[config.mk]
export PLATFORM = sky130hd
export DESIGN_NAME = dram_cmd_decoder
export DESIGN_NICKNAME = d
export VERILOG_FILES = /design/src/verilog/dram_cmd_pkg.sv /design/src/verilog/sync_two.sv /design/src/verilog/dram_cmd_decoder.sv
export SDC_FILE = /design/constraint.sdc
export NUM_CORES = 1
export LEC_CHECK = 0
export ABC_AREA = 1
export BUFFER_PORTS_ARGS = -buffer_cell sky130_fd_sc_hd__buf_2
export CORE_ASPECT_RATIO = 1.25
export CORE_MARGIN = 5
export CORE_UTILIZATION = 45
export CTS_CLUSTER_DIAMETER = 100
export DETAILED_ROUTE_END_ITERATION = 16
export PLACE_DENSITY = 0.66
export SKIP_LAST_GASP = 1
export SYNTH_ARGS = -nofsm -noshare
export SYNTH_HDL_FRONTEND = slang
export SYNTH_SLANG_ARGS = --single-unit
[constraint.sdc]
create_clock -name REF_CLK_I -period 3.34 [get_ports REF_CLK_I]
set_clock_uncertainty 0.1 [all_clocks]
set_input_delay 0.334 -clock REF_CLK_I [delete_from_list [all_inputs] [get_ports REF_CLK_I]]
set_output_delay 0.334 -clock REF_CLK_I [all_outputs]
set_load 0.005 [all_outputs]
[src/verilog/dram_cmd_pkg.sv]
// Shared constants and types for the DRAM command decoder
package dram_cmd_pkg;
  // Array geometry
  localparam int ROW_W  = 14;
  localparam int COL_W  = 10;
  localparam int BANK_W = 3;
  localparam int NBANK  = 8;
  localparam int MR_W   = 14;
  localparam int NMR    = 4;
  localparam int SYNC_W = 24;

  // Register byte offsets
  localparam logic [7:0] OFS_CTRL    = 8'h00;
  localparam logic [7:0] OFS_STATUS  = 8'h04;
  localparam logic [7:0] OFS_BANKS   = 8'h08;
  localparam logic [7:0] OFS_MODE0   = 8'h0c;
  localparam logic [7:0] OFS_LAT     = 8'h10;
  localparam logic [7:0] OFS_LASTACT = 8'h14;

  // Register fields and reset values
  localparam int CTRL_TERM_BIT    = 0;
  localparam int ST_SUSP_BIT      = 0;
  localparam int ST_PD_BIT        = 1;
  localparam int ST_BUSY_BIT      = 2;
  localparam int ST_OVL_BIT       = 3;
  localparam int LAT_WLAT_LO      = 8;
  localparam int LASTACT_BANK_LO  = 16;
  localparam logic CTRL_TERM_RST  = 1'b0;
  localparam logic [MR_W-1:0] MR_RST = 14'h0000;

  // Mode register field positions
  localparam int MODE0_BL_LO     = 0;
  localparam int MODE0_ORDER_BIT = 3;
  localparam int MODE0_CAS_LO    = 4;
  localparam int MODE0_PDX_BIT   = 12;
  localparam int MODE1_ADD_LO    = 3;
  localparam int MODE2_WCAS_LO   = 3;

  // Burst length field codes
  localparam logic [1:0] BL_FIXED8 = 2'h0;
  localparam logic [1:0] BL_PERCMD = 2'h1;
  localparam logic [1:0] BL_FIXED4 = 2'h2;

  // Latency arithmetic
  localparam logic [4:0] CAS_MIN   = 5'h05;
  localparam logic [4:0] CAS_BASE  = 5'h04;
  localparam logic [4:0] WCAS_BASE = 5'h05;
  localparam logic [4:0] WCAS_MAX  = 5'h08;
  localparam logic [2:0] WCAS_TOP  = 3'h3;
  localparam logic [2:0] LAST8     = 3'h7;
  localparam logic [2:0] LAST4     = 3'h3;

  // Enabled cycles after reset before the compare stage holds real pin samples
  localparam logic [1:0] WARM_DONE = 2'h3;

  // Decoded commands
  typedef enum logic [2:0] {
    CMD_NOP  = 3'b000,
    CMD_ACT  = 3'b001,
    CMD_PRE  = 3'b010,
    CMD_RD   = 3'b011,
    CMD_WR   = 3'b100,
    CMD_MODE = 3'b101,
    CMD_REF  = 3'b110,
    CMD_NONE = 3'b111
  } cmd_t;

  // Burst engine states
  typedef enum logic [1:0] {
    B_IDLE = 2'b00,
    B_WAIT = 2'b01,
    B_BEAT = 2'b10
  } bst_t;
endpackage : dram_cmd_pkg

[src/verilog/sync_two.sv]
// Two-flop synchroniser for a vector of slow pins
`timescale 1ns/100ps
module sync_two #(
  parameter int W = 1
) (
  // Clocking
  input  wire logic         clk_i,
  input  wire logic         rst_i,
  input  wire logic         en_i,
  // Data
  input  wire logic [W-1:0] d_i,
  output logic      [W-1:0] q_o
);
  logic [W-1:0] meta_q;

  // First stage feeds only the second stage
  always_ff @(posedge clk_i)
  begin
    if (rst_i)
    begin
      meta_q <= '0;
      q_o    <= '0;
    end
    else if (en_i)
    begin
      meta_q <= d_i;
      q_o    <= meta_q;
    end
  end
endmodule : sync_two

[src/verilog/dram_cmd_decoder.sv]
// Command decoder, bank tracker and burst timing engine of a DDR DRAM
//
// The register addresses and the Avalon-MM register port were left to the implementer.
`timescale 1ns/100ps
module dram_cmd_decoder
  import dram_cmd_pkg::*;
(
  // Clock, reset, enable
  input  wire logic               REF_CLK_I,
  input  wire logic               RST_I,
  input  wire logic               CLK_EN_I,
  // Memory link pins
  input  wire logic               LINK_CLK_I,
  input  wire logic               LINK_CLK_N_I,
  input  wire logic               CLOCK_GATE_I,
  input  wire logic               CHIP_SEL_N_I,
  input  wire logic               ROW_STROBE_N_I,
  input  wire logic               COL_STROBE_N_I,
  input  wire logic               WRITE_SEL_N_I,
  input  wire logic [BANK_W-1:0]  BANK_SEL_I,
  input  wire logic [ROW_W-1:0]   ADDR_I,
  // Burst, strobe, termination and status outputs
  output logic                    RD_VALID_O,
  output logic                    WR_WINDOW_O,
  output logic [2:0]              BEAT_COL_O,
  output logic                    STROBE_O,
  output logic                    STROBE_OE_O,
  output logic                    WMASK_EN_O,
  output logic                    TERM_EN_O,
  output logic                    SUSPENDED_O,
  output logic                    PD_FAST_EXIT_O,
  output logic [NBANK-1:0]        BANK_OPEN_O,
  // Avalon-MM slave
  input  wire logic [7:0]         AVS_ADDRESS_I,
  input  wire logic               AVS_READ_I,
  input  wire logic               AVS_WRITE_I,
  input  wire logic [31:0]        AVS_WRITEDATA_I,
  input  wire logic [3:0]         AVS_BYTEENABLE_I,
  output logic [31:0]             AVS_READDATA_O,
  output logic                    AVS_WAITREQUEST_O
);
  logic [SYNC_W-1:0] sv;
  logic [SYNC_W-1:0] prev_q;
  logic              diff;
  logic              diff_prev;
  logic              rise;
  logic              fall;
  logic              go;
  logic              edge_en;
  cmd_t              cmd;
  logic              cmd_cke;
  logic              cmd_cs_n;
  logic [BANK_W-1:0] cmd_ba;
  logic [ROW_W-1:0]  cmd_addr;
  logic [NBANK-1:0]  bank_q;
  logic [NBANK-1:0]  bank_d;
  logic [MR_W-1:0]   mr_q [NMR];
  logic              susp_q;
  logic              pd_q;
  logic              term_q;
  logic              ovl_q;
  logic [ROW_W-1:0]  last_row_q;
  logic [BANK_W-1:0] last_bank_q;
  bst_t              bst_q;
  logic              acc_wr_q;
  logic              acc_ap_q;
  logic              acc_chop_q;
  logic [BANK_W-1:0] acc_bank_q;
  logic [2:0]        acc_col_q;
  logic [4:0]        lat_q;
  logic [2:0]        beat_q;
  logic              close_ap;
  logic [4:0]        cas_lat;
  logic [4:0]        add_lat;
  logic [4:0]        wcas_lat;
  logic [4:0]        rd_lat;
  logic [4:0]        wr_lat;
  logic              chop;
  logic              wait_q;
  logic              avs_req;
  logic [1:0]        warm_q;

  // Link pins cross into the reference clock domain together
  sync_two #(.W(SYNC_W)) u_sync (
    .clk_i (REF_CLK_I),
    .rst_i (RST_I),
    .en_i  (CLK_EN_I),
    .d_i   ({LINK_CLK_I, LINK_CLK_N_I, CLOCK_GATE_I, CHIP_SEL_N_I, ROW_STROBE_N_I,
             COL_STROBE_N_I, WRITE_SEL_N_I, BANK_SEL_I, ADDR_I}),
    .q_o   (sv)
  );

  // Keep the sample before the crossing: it meets setup, the later one may not
  always_ff @(posedge REF_CLK_I)
  begin
    if (RST_I)
      prev_q <= '0;
    else if (CLK_EN_I)
      prev_q <= sv;
  end

  // Reset zeros look like chip select and gate low; no edge counts until real samples arrive
  always_ff @(posedge REF_CLK_I)
  begin
    if (RST_I)
      warm_q <= 2'h0;
    else if (CLK_EN_I && warm_q != WARM_DONE)
      warm_q <= warm_q + 2'h1;
  end

  // Crossing detection: true high with complement low
  assign diff      = sv[23] & ~sv[22];
  assign diff_prev = prev_q[23] & ~prev_q[22];
  assign rise      = diff & ~diff_prev & (warm_q == WARM_DONE);
  assign fall      = ~diff & diff_prev;
  assign go        = rise & ~susp_q;
  assign edge_en   = (rise | fall) & ~susp_q;

  // Command fields from the pre-crossing sample
  assign cmd_cke  = prev_q[21];
  assign cmd_cs_n = prev_q[20];
  assign cmd_ba   = prev_q[16:14];
  assign cmd_addr = prev_q[13:0];

  // Command decode
  always_comb
  begin
    cmd = CMD_NONE;
    if (!cmd_cs_n)
    begin
      case (prev_q[19:17])
        3'b111:  cmd = CMD_NOP;
        3'b011:  cmd = CMD_ACT;
        3'b010:  cmd = CMD_PRE;
        3'b101:  cmd = CMD_RD;
        3'b100:  cmd = CMD_WR;
        3'b000:  cmd = CMD_MODE;
        3'b001:  cmd = CMD_REF;
        default: cmd = CMD_NONE;
      endcase
    end
  end

  // Latency arithmetic from the mode registers
  always_comb
  begin
    cas_lat = (mr_q[0][MODE0_CAS_LO +: 3] == 3'h0) ? CAS_MIN : CAS_BASE + {2'h0, mr_q[0][MODE0_CAS_LO +: 3]};
    case (mr_q[1][MODE1_ADD_LO +: 2])
      2'h1:    add_lat = cas_lat - 5'h01;
      2'h2:    add_lat = cas_lat - 5'h02;
      default: add_lat = 5'h00;
    endcase
    wcas_lat = (mr_q[2][MODE2_WCAS_LO +: 3] > WCAS_TOP) ? WCAS_MAX
                                                        : WCAS_BASE + {2'h0, mr_q[2][MODE2_WCAS_LO +: 3]};
    rd_lat   = add_lat + cas_lat;
    wr_lat   = add_lat + wcas_lat;
    case (mr_q[0][MODE0_BL_LO +: 2])
      BL_FIXED8: chop = 1'b0;
      BL_FIXED4: chop = 1'b1;
      BL_PERCMD: chop = ~cmd_addr[12];
      default:   chop = 1'b0;
    endcase
  end

  // Auto-close fires on the edge that ends the last beat
  assign close_ap = (bst_q == B_BEAT) & edge_en & acc_ap_q &
                    (beat_q == (acc_chop_q ? LAST4 : LAST8));

  // Next bank state: commands win over auto-close, which is applied first
  always_comb
  begin
    bank_d = bank_q;
    if (close_ap)
      bank_d[acc_bank_q] = 1'b0;
    if (go && cmd == CMD_ACT)
      bank_d[cmd_ba] = 1'b1;
    else if (go && cmd == CMD_PRE && cmd_addr[10])
      bank_d = '0;
    else if (go && cmd == CMD_PRE)
      bank_d[cmd_ba] = 1'b0;
  end

  // Bank tracker and last activated row
  always_ff @(posedge REF_CLK_I)
  begin
    if (RST_I)
    begin
      bank_q      <= '0;
      last_row_q  <= '0;
      last_bank_q <= '0;
    end
    else if (CLK_EN_I)
    begin
      bank_q <= bank_d;
      if (go && cmd == CMD_ACT)
      begin
        last_row_q  <= cmd_addr;
        last_bank_q <= cmd_ba;
      end
    end
  end

  // Mode registers; only the four low selects exist
  always_ff @(posedge REF_CLK_I)
  begin
    if (RST_I)
    begin
      for (int i = 0; i < NMR; i++)
        mr_q[i] <= MR_RST;
    end
    else if (CLK_EN_I && go && cmd == CMD_MODE && !cmd_ba[2])
      mr_q[cmd_ba[1:0]] <= cmd_addr;
  end

  // Clock gate: suspension starts after the sampling crossing
  always_ff @(posedge REF_CLK_I)
  begin
    if (RST_I)
    begin
      susp_q <= 1'b0;
      pd_q   <= 1'b0;
    end
    else if (CLK_EN_I && rise)
    begin
      susp_q <= ~cmd_cke;
      if (!cmd_cke && !susp_q)
        pd_q <= (bank_q == '0);
      else if (cmd_cke)
        pd_q <= 1'b0;
    end
  end

  // Burst engine; one access in flight, overlaps are dropped and flagged
  always_ff @(posedge REF_CLK_I)
  begin
    if (RST_I)
    begin
      bst_q      <= B_IDLE;
      acc_wr_q   <= 1'b0;
      acc_ap_q   <= 1'b0;
      acc_chop_q <= 1'b0;
      acc_bank_q <= '0;
      acc_col_q  <= '0;
      lat_q      <= '0;
      beat_q     <= '0;
    end
    else if (CLK_EN_I)
    begin
      case (bst_q)
        B_IDLE:
        begin
          if (go && (cmd == CMD_RD || cmd == CMD_WR))
          begin
            acc_wr_q   <= (cmd == CMD_WR);
            acc_ap_q   <= cmd_addr[10];
            acc_chop_q <= chop;
            acc_bank_q <= cmd_ba;
            acc_col_q  <= cmd_addr[2:0];
            lat_q      <= ((cmd == CMD_WR) ? wr_lat : rd_lat) - 5'h01;
            bst_q      <= B_WAIT;
          end
        end
        B_WAIT:
        begin
          if (go && lat_q == 5'h00)
          begin
            bst_q  <= B_BEAT;
            beat_q <= 3'h0;
          end
          else if (go)
            lat_q <= lat_q - 5'h01;
        end
        B_BEAT:
        begin
          if (edge_en && beat_q == (acc_chop_q ? LAST4 : LAST8))
            bst_q <= B_IDLE;
          else if (edge_en)
            beat_q <= beat_q + 3'h1;
        end
        default: bst_q <= B_IDLE;
      endcase
    end
  end

  // Pin-side outputs, all registered
  always_ff @(posedge REF_CLK_I)
  begin
    if (RST_I)
    begin
      RD_VALID_O     <= 1'b0;
      WR_WINDOW_O    <= 1'b0;
      BEAT_COL_O     <= '0;
      STROBE_O       <= 1'b0;
      STROBE_OE_O    <= 1'b0;
      WMASK_EN_O     <= 1'b0;
      TERM_EN_O      <= 1'b0;
      SUSPENDED_O    <= 1'b0;
      PD_FAST_EXIT_O <= 1'b0;
      BANK_OPEN_O    <= '0;
    end
    else if (CLK_EN_I)
    begin
      RD_VALID_O  <= (bst_q == B_BEAT) & ~acc_wr_q;
      WR_WINDOW_O <= (bst_q == B_BEAT) & acc_wr_q;
      if (mr_q[0][MODE0_ORDER_BIT])
        BEAT_COL_O <= acc_col_q ^ beat_q;
      else
        BEAT_COL_O <= {acc_col_q[2] ^ beat_q[2], acc_col_q[1:0] + beat_q[1:0]};
      // Strobe level flips per beat, so its edges coincide with data edges
      STROBE_O       <= (bst_q == B_BEAT) & ~acc_wr_q & ~beat_q[0];
      STROBE_OE_O    <= (bst_q == B_BEAT) & ~acc_wr_q;
      WMASK_EN_O     <= (bst_q == B_BEAT) & acc_wr_q & ~term_q;
      TERM_EN_O      <= term_q;
      SUSPENDED_O    <= susp_q;
      PD_FAST_EXIT_O <= mr_q[0][MODE0_PDX_BIT];
      BANK_OPEN_O    <= bank_q;
    end
  end

  // Avalon slave: one wait state, write commits at the accepting edge
  assign avs_req = AVS_READ_I | AVS_WRITE_I;

  always_ff @(posedge REF_CLK_I)
  begin
    if (RST_I)
    begin
      wait_q         <= 1'b1;
      AVS_READDATA_O <= '0;
    end
    else if (CLK_EN_I)
    begin
      wait_q <= ~(avs_req & wait_q);
      if (AVS_READ_I && wait_q)
      begin
        case (AVS_ADDRESS_I)
          OFS_CTRL:    AVS_READDATA_O <= {31'h0, term_q};
          OFS_STATUS:  AVS_READDATA_O <= {28'h0, ovl_q, bst_q != B_IDLE, pd_q, susp_q};
          OFS_BANKS:   AVS_READDATA_O <= {24'h0, bank_q};
          OFS_MODE0:   AVS_READDATA_O <= {18'h0, mr_q[0]};
          OFS_LAT:     AVS_READDATA_O <= {19'h0, wr_lat, 3'h0, rd_lat};
          OFS_LASTACT: AVS_READDATA_O <= {13'h0, last_bank_q, 2'h0, last_row_q};
          default:     AVS_READDATA_O <= '0;
        endcase
      end
    end
  end

  assign AVS_WAITREQUEST_O = wait_q;

  // Control register
  always_ff @(posedge REF_CLK_I)
  begin
    if (RST_I)
      term_q <= CTRL_TERM_RST;
    else if (CLK_EN_I && AVS_WRITE_I && !wait_q && AVS_ADDRESS_I == OFS_CTRL && AVS_BYTEENABLE_I[0])
      term_q <= AVS_WRITEDATA_I[CTRL_TERM_BIT];
  end

  // Overlap flag: write one clears, a new overlap in the same cycle wins
  always_ff @(posedge REF_CLK_I)
  begin
    if (RST_I)
      ovl_q <= 1'b0;
    else if (CLK_EN_I)
    begin
      if (go && (cmd == CMD_RD || cmd == CMD_WR) && bst_q != B_IDLE)
        ovl_q <= 1'b1;
      else if (AVS_WRITE_I && !wait_q && AVS_ADDRESS_I == OFS_STATUS && AVS_BYTEENABLE_I[0] &&
               AVS_WRITEDATA_I[ST_OVL_BIT])
        ovl_q <= 1'b0;
    end
  end
endmodule : dram_cmd_decoder

# Word-level counts from Yosys, hierarchy flattened
# Memories as Yosys holds them, arrays and structs flattened.
# Index checks and enable logic that the tools add are counted.
# op_classes
add_sub_neg,11
n_lt_le_gt_ge,5
eq_ne,32
mux,42
n_bitwise,35
n_reduce_logical,49
# ops
op,count
19-bit case mux with 6 select lines,1
8-bit two-way mux,4
1-bit logical AND,24
3-bit case mux with 7 select lines,1
5-bit two-way mux,4
5-bit case mux with 2 select lines,2
3-bit two-way mux,6
8-bit AND,2
"8-bit by 4-bit == test with 1-bit output, second input constant",2
"8-bit by 5-bit == test with 1-bit output, second input constant",2
8-bit logical NOT,2
"2-bit != test, second input constant",8
8-bit NOT,2
1-bit AND,15
"3-bit == test, second input constant",5
14-bit two-way mux,1
14-bit OR reduction,1
"3-bit by 2-bit == test with 1-bit output, second input constant",4
1-bit two-way mux,12
1-bit NOT,11
5-bit by 4-bit adder with 5-bit output,2
5-bit AND reduction,2
2-bit nonzero test,5
"5-bit by 1-bit subtractor with 5-bit output, second input constant",2
32 further kinds,54
# word_totals
regBits,173
mem_bits_rw,56
in_bits,73
out_inout_bits,52
word_cells,205
memories,1
# mem_list
name,depth,width,rd,rd_clocked_by_memory_dff,wr,line_no,source
mr_q,4,14,3,0,4,dram_cmd_decoder.sv:57,logic [MR_W-1:0] mr_q [NMR];

# Longest topological paths before layout
# logic_depth
ltp_word,15
ltp_mapped,20
depth_no_buf,20

# Cells and area by module
# Synthesis repeated with hierarchy kept, for this count alone.
# unflattened
hier_cells,1148
area_unflattened_um2,8343.0
# modules_own_cells
module,instances,cells_each,area_per_inst_um2,seq_area_each_um2
dram_cmd_decoder,1,843,6363.6,2772.7
sync_two,1,305,1979.4,960.9

# Least setup slack after synthesis
# No wires, ideal clock.
# synth_timing
path_kind,reg2reg
start,mem mr_q[1][3]
end,reg lat_q[4]
setup_time_ns,0.117
t_arrival_ns,2.517
t_required_ns,3.123
setup_slack_ns,0.606
stages_incl_launch_ff,17
n_path_buf,0
period_less_slack_ns,2.734
cell_sequence,edfxtp_1 inv_1 ha_1 inv_1 nand2_1 a31oi_1 inv_1 fa_1 o211ai_1 o21ai_1 ha_1 inv_1 nor2_4 nand3_2 nand2_1 nor2_1 nor2_1
# synth_lines
item,line_no,source
start: declaration,dram_cmd_decoder.sv:57,
end signal: assignment,dram_cmd_decoder.sv:259,lat_q <= ((cmd == CMD_WR) ? wr_lat : rd_lat) - 5'h01;
end signal: assignment,dram_cmd_decoder.sv:271,lat_q <= lat_q - 5'h01;
end: declaration,dram_cmd_decoder.sv:70,logic [4:0] lat_q;

==> impl_results.md <==
- H-tree depth: 4
- Pre-antenna DRT Iters: 5
- Slew HR: 46.77%
- PD cells: 507.4 nW/um^2
- Worst slew pin tran: 0.7984 ns
- Initial DRC count: 507
- Unrepaired setup endpoints after global routing: no
- Routed wl met3: 802 um
- Post-synth EDFFs: 19
- Post-route clock period utilization: 90.14%
- Arrival @ worst endpoint: 3.22 ns
- Power consumption: 4.584 mW
- Seq. cell area: 3734 um^2
- FF-to-FF End: lat_q[4]
- Area Overhead vs Synth: 12.86%
- Vias in the first global route: 6381
- Worst endpoint required time: 3.55 ns
- # fillers: 1737
- Flop pwr share: 49.5%
- Reg2Reg Depth: 16
- Hold EP: u_sync.meta_q[16]
- Std-Cell Rows: 54
- Post-synthesis cell count: 1058
- Total gr overflow: 0
- DR WL/cell: 14.19 um
- Total CTS buffers: 17
- Sequential area share after synthesis: 46.64%
- Tmin final: 3.011 ns
- Detail Placement HPWL: 13120 um
- IO buf count: 76
- I/O Pins: 125
- Net Sw Frac: 23.47%
- Yosys reg bits: 177
- Inst Count DP: 1312
- CTS sink count: 177
- Met2 wire length: 9008 um
- ANT cells: 0
- Mapped cell area: 8005 um^2
- Final-report setup violation count: 0
- First-pass GRT wire length: 31730 um
- Post-CTS Setup Inserts: 0
- Nets: 1200
- Top sig layer: met4
- Post-synth top flop: dfxtp_1
- Clock network power share: 42.8%
- Fmax: 0.3322 GHz
- Clk root buf: clkbuf_16
- RePlAce Congestion: 0.9179
- Initial antenna violation count: 0
- Post-synth ARST share: 0%
- R2r startpoint: mr_q[1][3]
- Avg Inst Size Synth: 7.566 um^2
- Clk slew on worst S/H paths: 0.07 ns
- Drt drc: 0
- Syn. warnings: 0
- Slew Limit Fails: 0
- TritonCTS clock tree: built
- Footprint of the multi-input gates: 3625 um^2
- Worst reg2reg setup slack: 0.33 ns
- Routed Antenna Nets: 0
- P_leak: 3.852 nW
- WHS Path Cells: 3
- Total net switching power: 1.076 mW
- Total negative slack: 0 ns
- Initial Utilization: 45.75%
- Peak supply drop: 0.3455 mV
- DRT met1 WL: 8858 um
- Post-synthesis cell type count: 46
- Clk Latency, worst-skew pair: 0.42 ns
- Total vias in the final route: 6862
- Core area: 17500 um^2
- Post-DR vias/cell: 5.106
- DRT Wirelength: 19070 um
- DIE WIDTH: 129.3 um
- Total GRT Usage: 18.82%
- CP Max Fanout: 5
- Clock Path Buffers: 2
- Maxcap violations: 0
- Pin count of the biggest net entering global routing: 90
- P_int: 3.508 mW
- CP endpoint kind: register
- # hold bufs at CTS: 0
- Layout cells sized above 1: 12.68%
- PostCTS Resize Cnt: 0
- Setup CP Type: reg2reg
- Combinational power share: 7.7%
- Final cell count without fillers: 1344
- DIE HEIGHT: 159.1 um
- Status: completed
- Final Hold Violating Endpoints: 0
- Min-delay src: BANK_SEL_I[2]
- Hold Path Class: in2reg
- DIE AREA: 20570 um^2
- CP startpoint kind: register
==> cell usage in the layout, fill, tap and decap left out, drive strengths merged, types with 3 or more instances in the layout <==
master / n
nand3: 47
o211ai: 11
xor2: 4
nor2: 172
buf: 84
or2: 3
a31oi: 5
clkbuf: 20
clkinv: 11
nand2: 153
nor3: 10
conb: 15
a21oi: 109
nand4: 9
edfxtp: 19
nor4: 4
bufinv: 3
ha: 18
o21ai: 155
dfxtp: 158
inv: 94
==> routing by layer <==
metal | global-route usage (%) | up-vias
met1 | 25.92 | 3117
met4 | 6.829 | 0
met3 | 3.154 | 23
li1 | - | 3570
met2 | 29.62 | 152
met5 | 0 | -
==> area by class of cell <==
cell class / instances / share of cell area, %
Inverter: 97 / 4.044
Multi-Input combinational cell: 730 / 40.12
Clock buffer: 20 / 4.833
Clock inverter: 12 / 1.565
Timing Repair Buffer: 84 / 5.013
Sequential cell: 177 / 41.32
Tap cell: 224 / 3.102
==> kinds of logic after synthesis <==
kind of cell             share of synthesized area (%)
AND/OR/NAND/NOR                                  21.74
AO/OA/AOI/OAI                                    18.87
flip-flops                                       46.64
buffers and inverters                            8.737
adder cells (fa/ha/maj)                          3.314
XOR/XNOR                                        0.6565
other                                          0.04684
==> stage by stage <==
| step | utilization, % | area, um^2 | setup WS (ns) | hold slack (ns) |
|---|---|---|---|---|
| after floorplan | - | 8058 | 0.6064 | 0.3346 |
| after global placement | 48.33 | 8457 | 0.3947 | 0.3471 |
| after detailed placement | 48.33 | 8457 | 0.3738 | 0.3529 |
| after CTS | 51.63 | 9035 | 0.3507 | 0.01619 |
| after global routing | 51.63 | 9035 | 0.06738 | 0.02309 |
| final | 51.63 | 9035 | 0.3295 | 0.03139 |
==> state kept, by name (all words and copies together) (netlist names), 5 cells and up <==
register,count
prev_q,24
mr_q,19
bank_q,8
BANK_OPEN_O,8
last_row_q,14
u_sync.meta_q,24
AVS_READDATA_O,17
u_sync.q_o,24
lat_q,5
==> worst max path at each step <==
stage | slack [ns] | from | end | depth (start not counted)
final | 0.33 | mr_q[1][3] | lat_q[4] | 16
after global routing | 0.07 | mr_q[1][4] | lat_q[4] | 15
after CTS | 0.35 | mr_q[1][3] | lat_q[4] | 16
after detailed placement | 0.37 | mr_q[1][3] | lat_q[4] | 16
after global placement | 0.39 | mr_q[1][3] | lat_q[4] | 16
after floorplan | 0.61 | mr_q[1][3] | lat_q[4] | 16
==> Yosys cell counts (2+ instances only) <==
cell      instances  area share, %
nand4_1           6           0.47
a21oi_1         109            6.8
and3_1            2           0.16
o211ai_1         11            1.0
nand2_2          10           0.78
buf_2             7           0.44
a31oi_1           5           0.39
nor2_4            4           0.56
nor4_1            4           0.31
dfxtp_1         158             40
nand3_1          46            2.9
inv_2             8           0.38
ha_1             18            2.8
o31ai_1           2           0.19
o21ai_1           5           0.31
xnor2_1           2           0.22
buf_4            17            1.6
clkinv_1          2          0.094
clkbuf_1         43            2.0
o21ai_0         149            9.3
nand4_2           2           0.31
inv_1            87            4.1
nand2_1         143            6.7
nor3_1            8           0.50
nor2_1          166            7.8
fa_1              2           0.50
edfxtp_1         19            7.1
or2_1             2           0.16
xor2_1            4           0.44
==> critical path, cell delays in order, from the launching register on <==
cell and delay, ns:
edfxtp_1 0.35, inv_1 0.05, ha_1 0.30, inv_1 0.15, nand2_1 0.07, a31oi_1 0.35, inv_1 0.11, fa_1 0.50
o211ai_1 0.20, o21ai_1 0.12, ha_1 0.21, inv_1 0.10, nor2_4 0.06, nand3_2 0.05, nand2_1 0.05, nor2_1 0.09
nor2_1 0.04
==> power by group through the flow <==
stage               clock network, mW  logic (mW)  registers (mW)
floorplan                           0       0.262            2.30
global placement                    0       0.348            2.31
detailed placement                  0       0.352            2.31
CTS                              2.01       0.356            2.27
global route                     2.09       0.409            2.28
finish                           1.96       0.354            2.27
(Power assumes the default switching activity.)
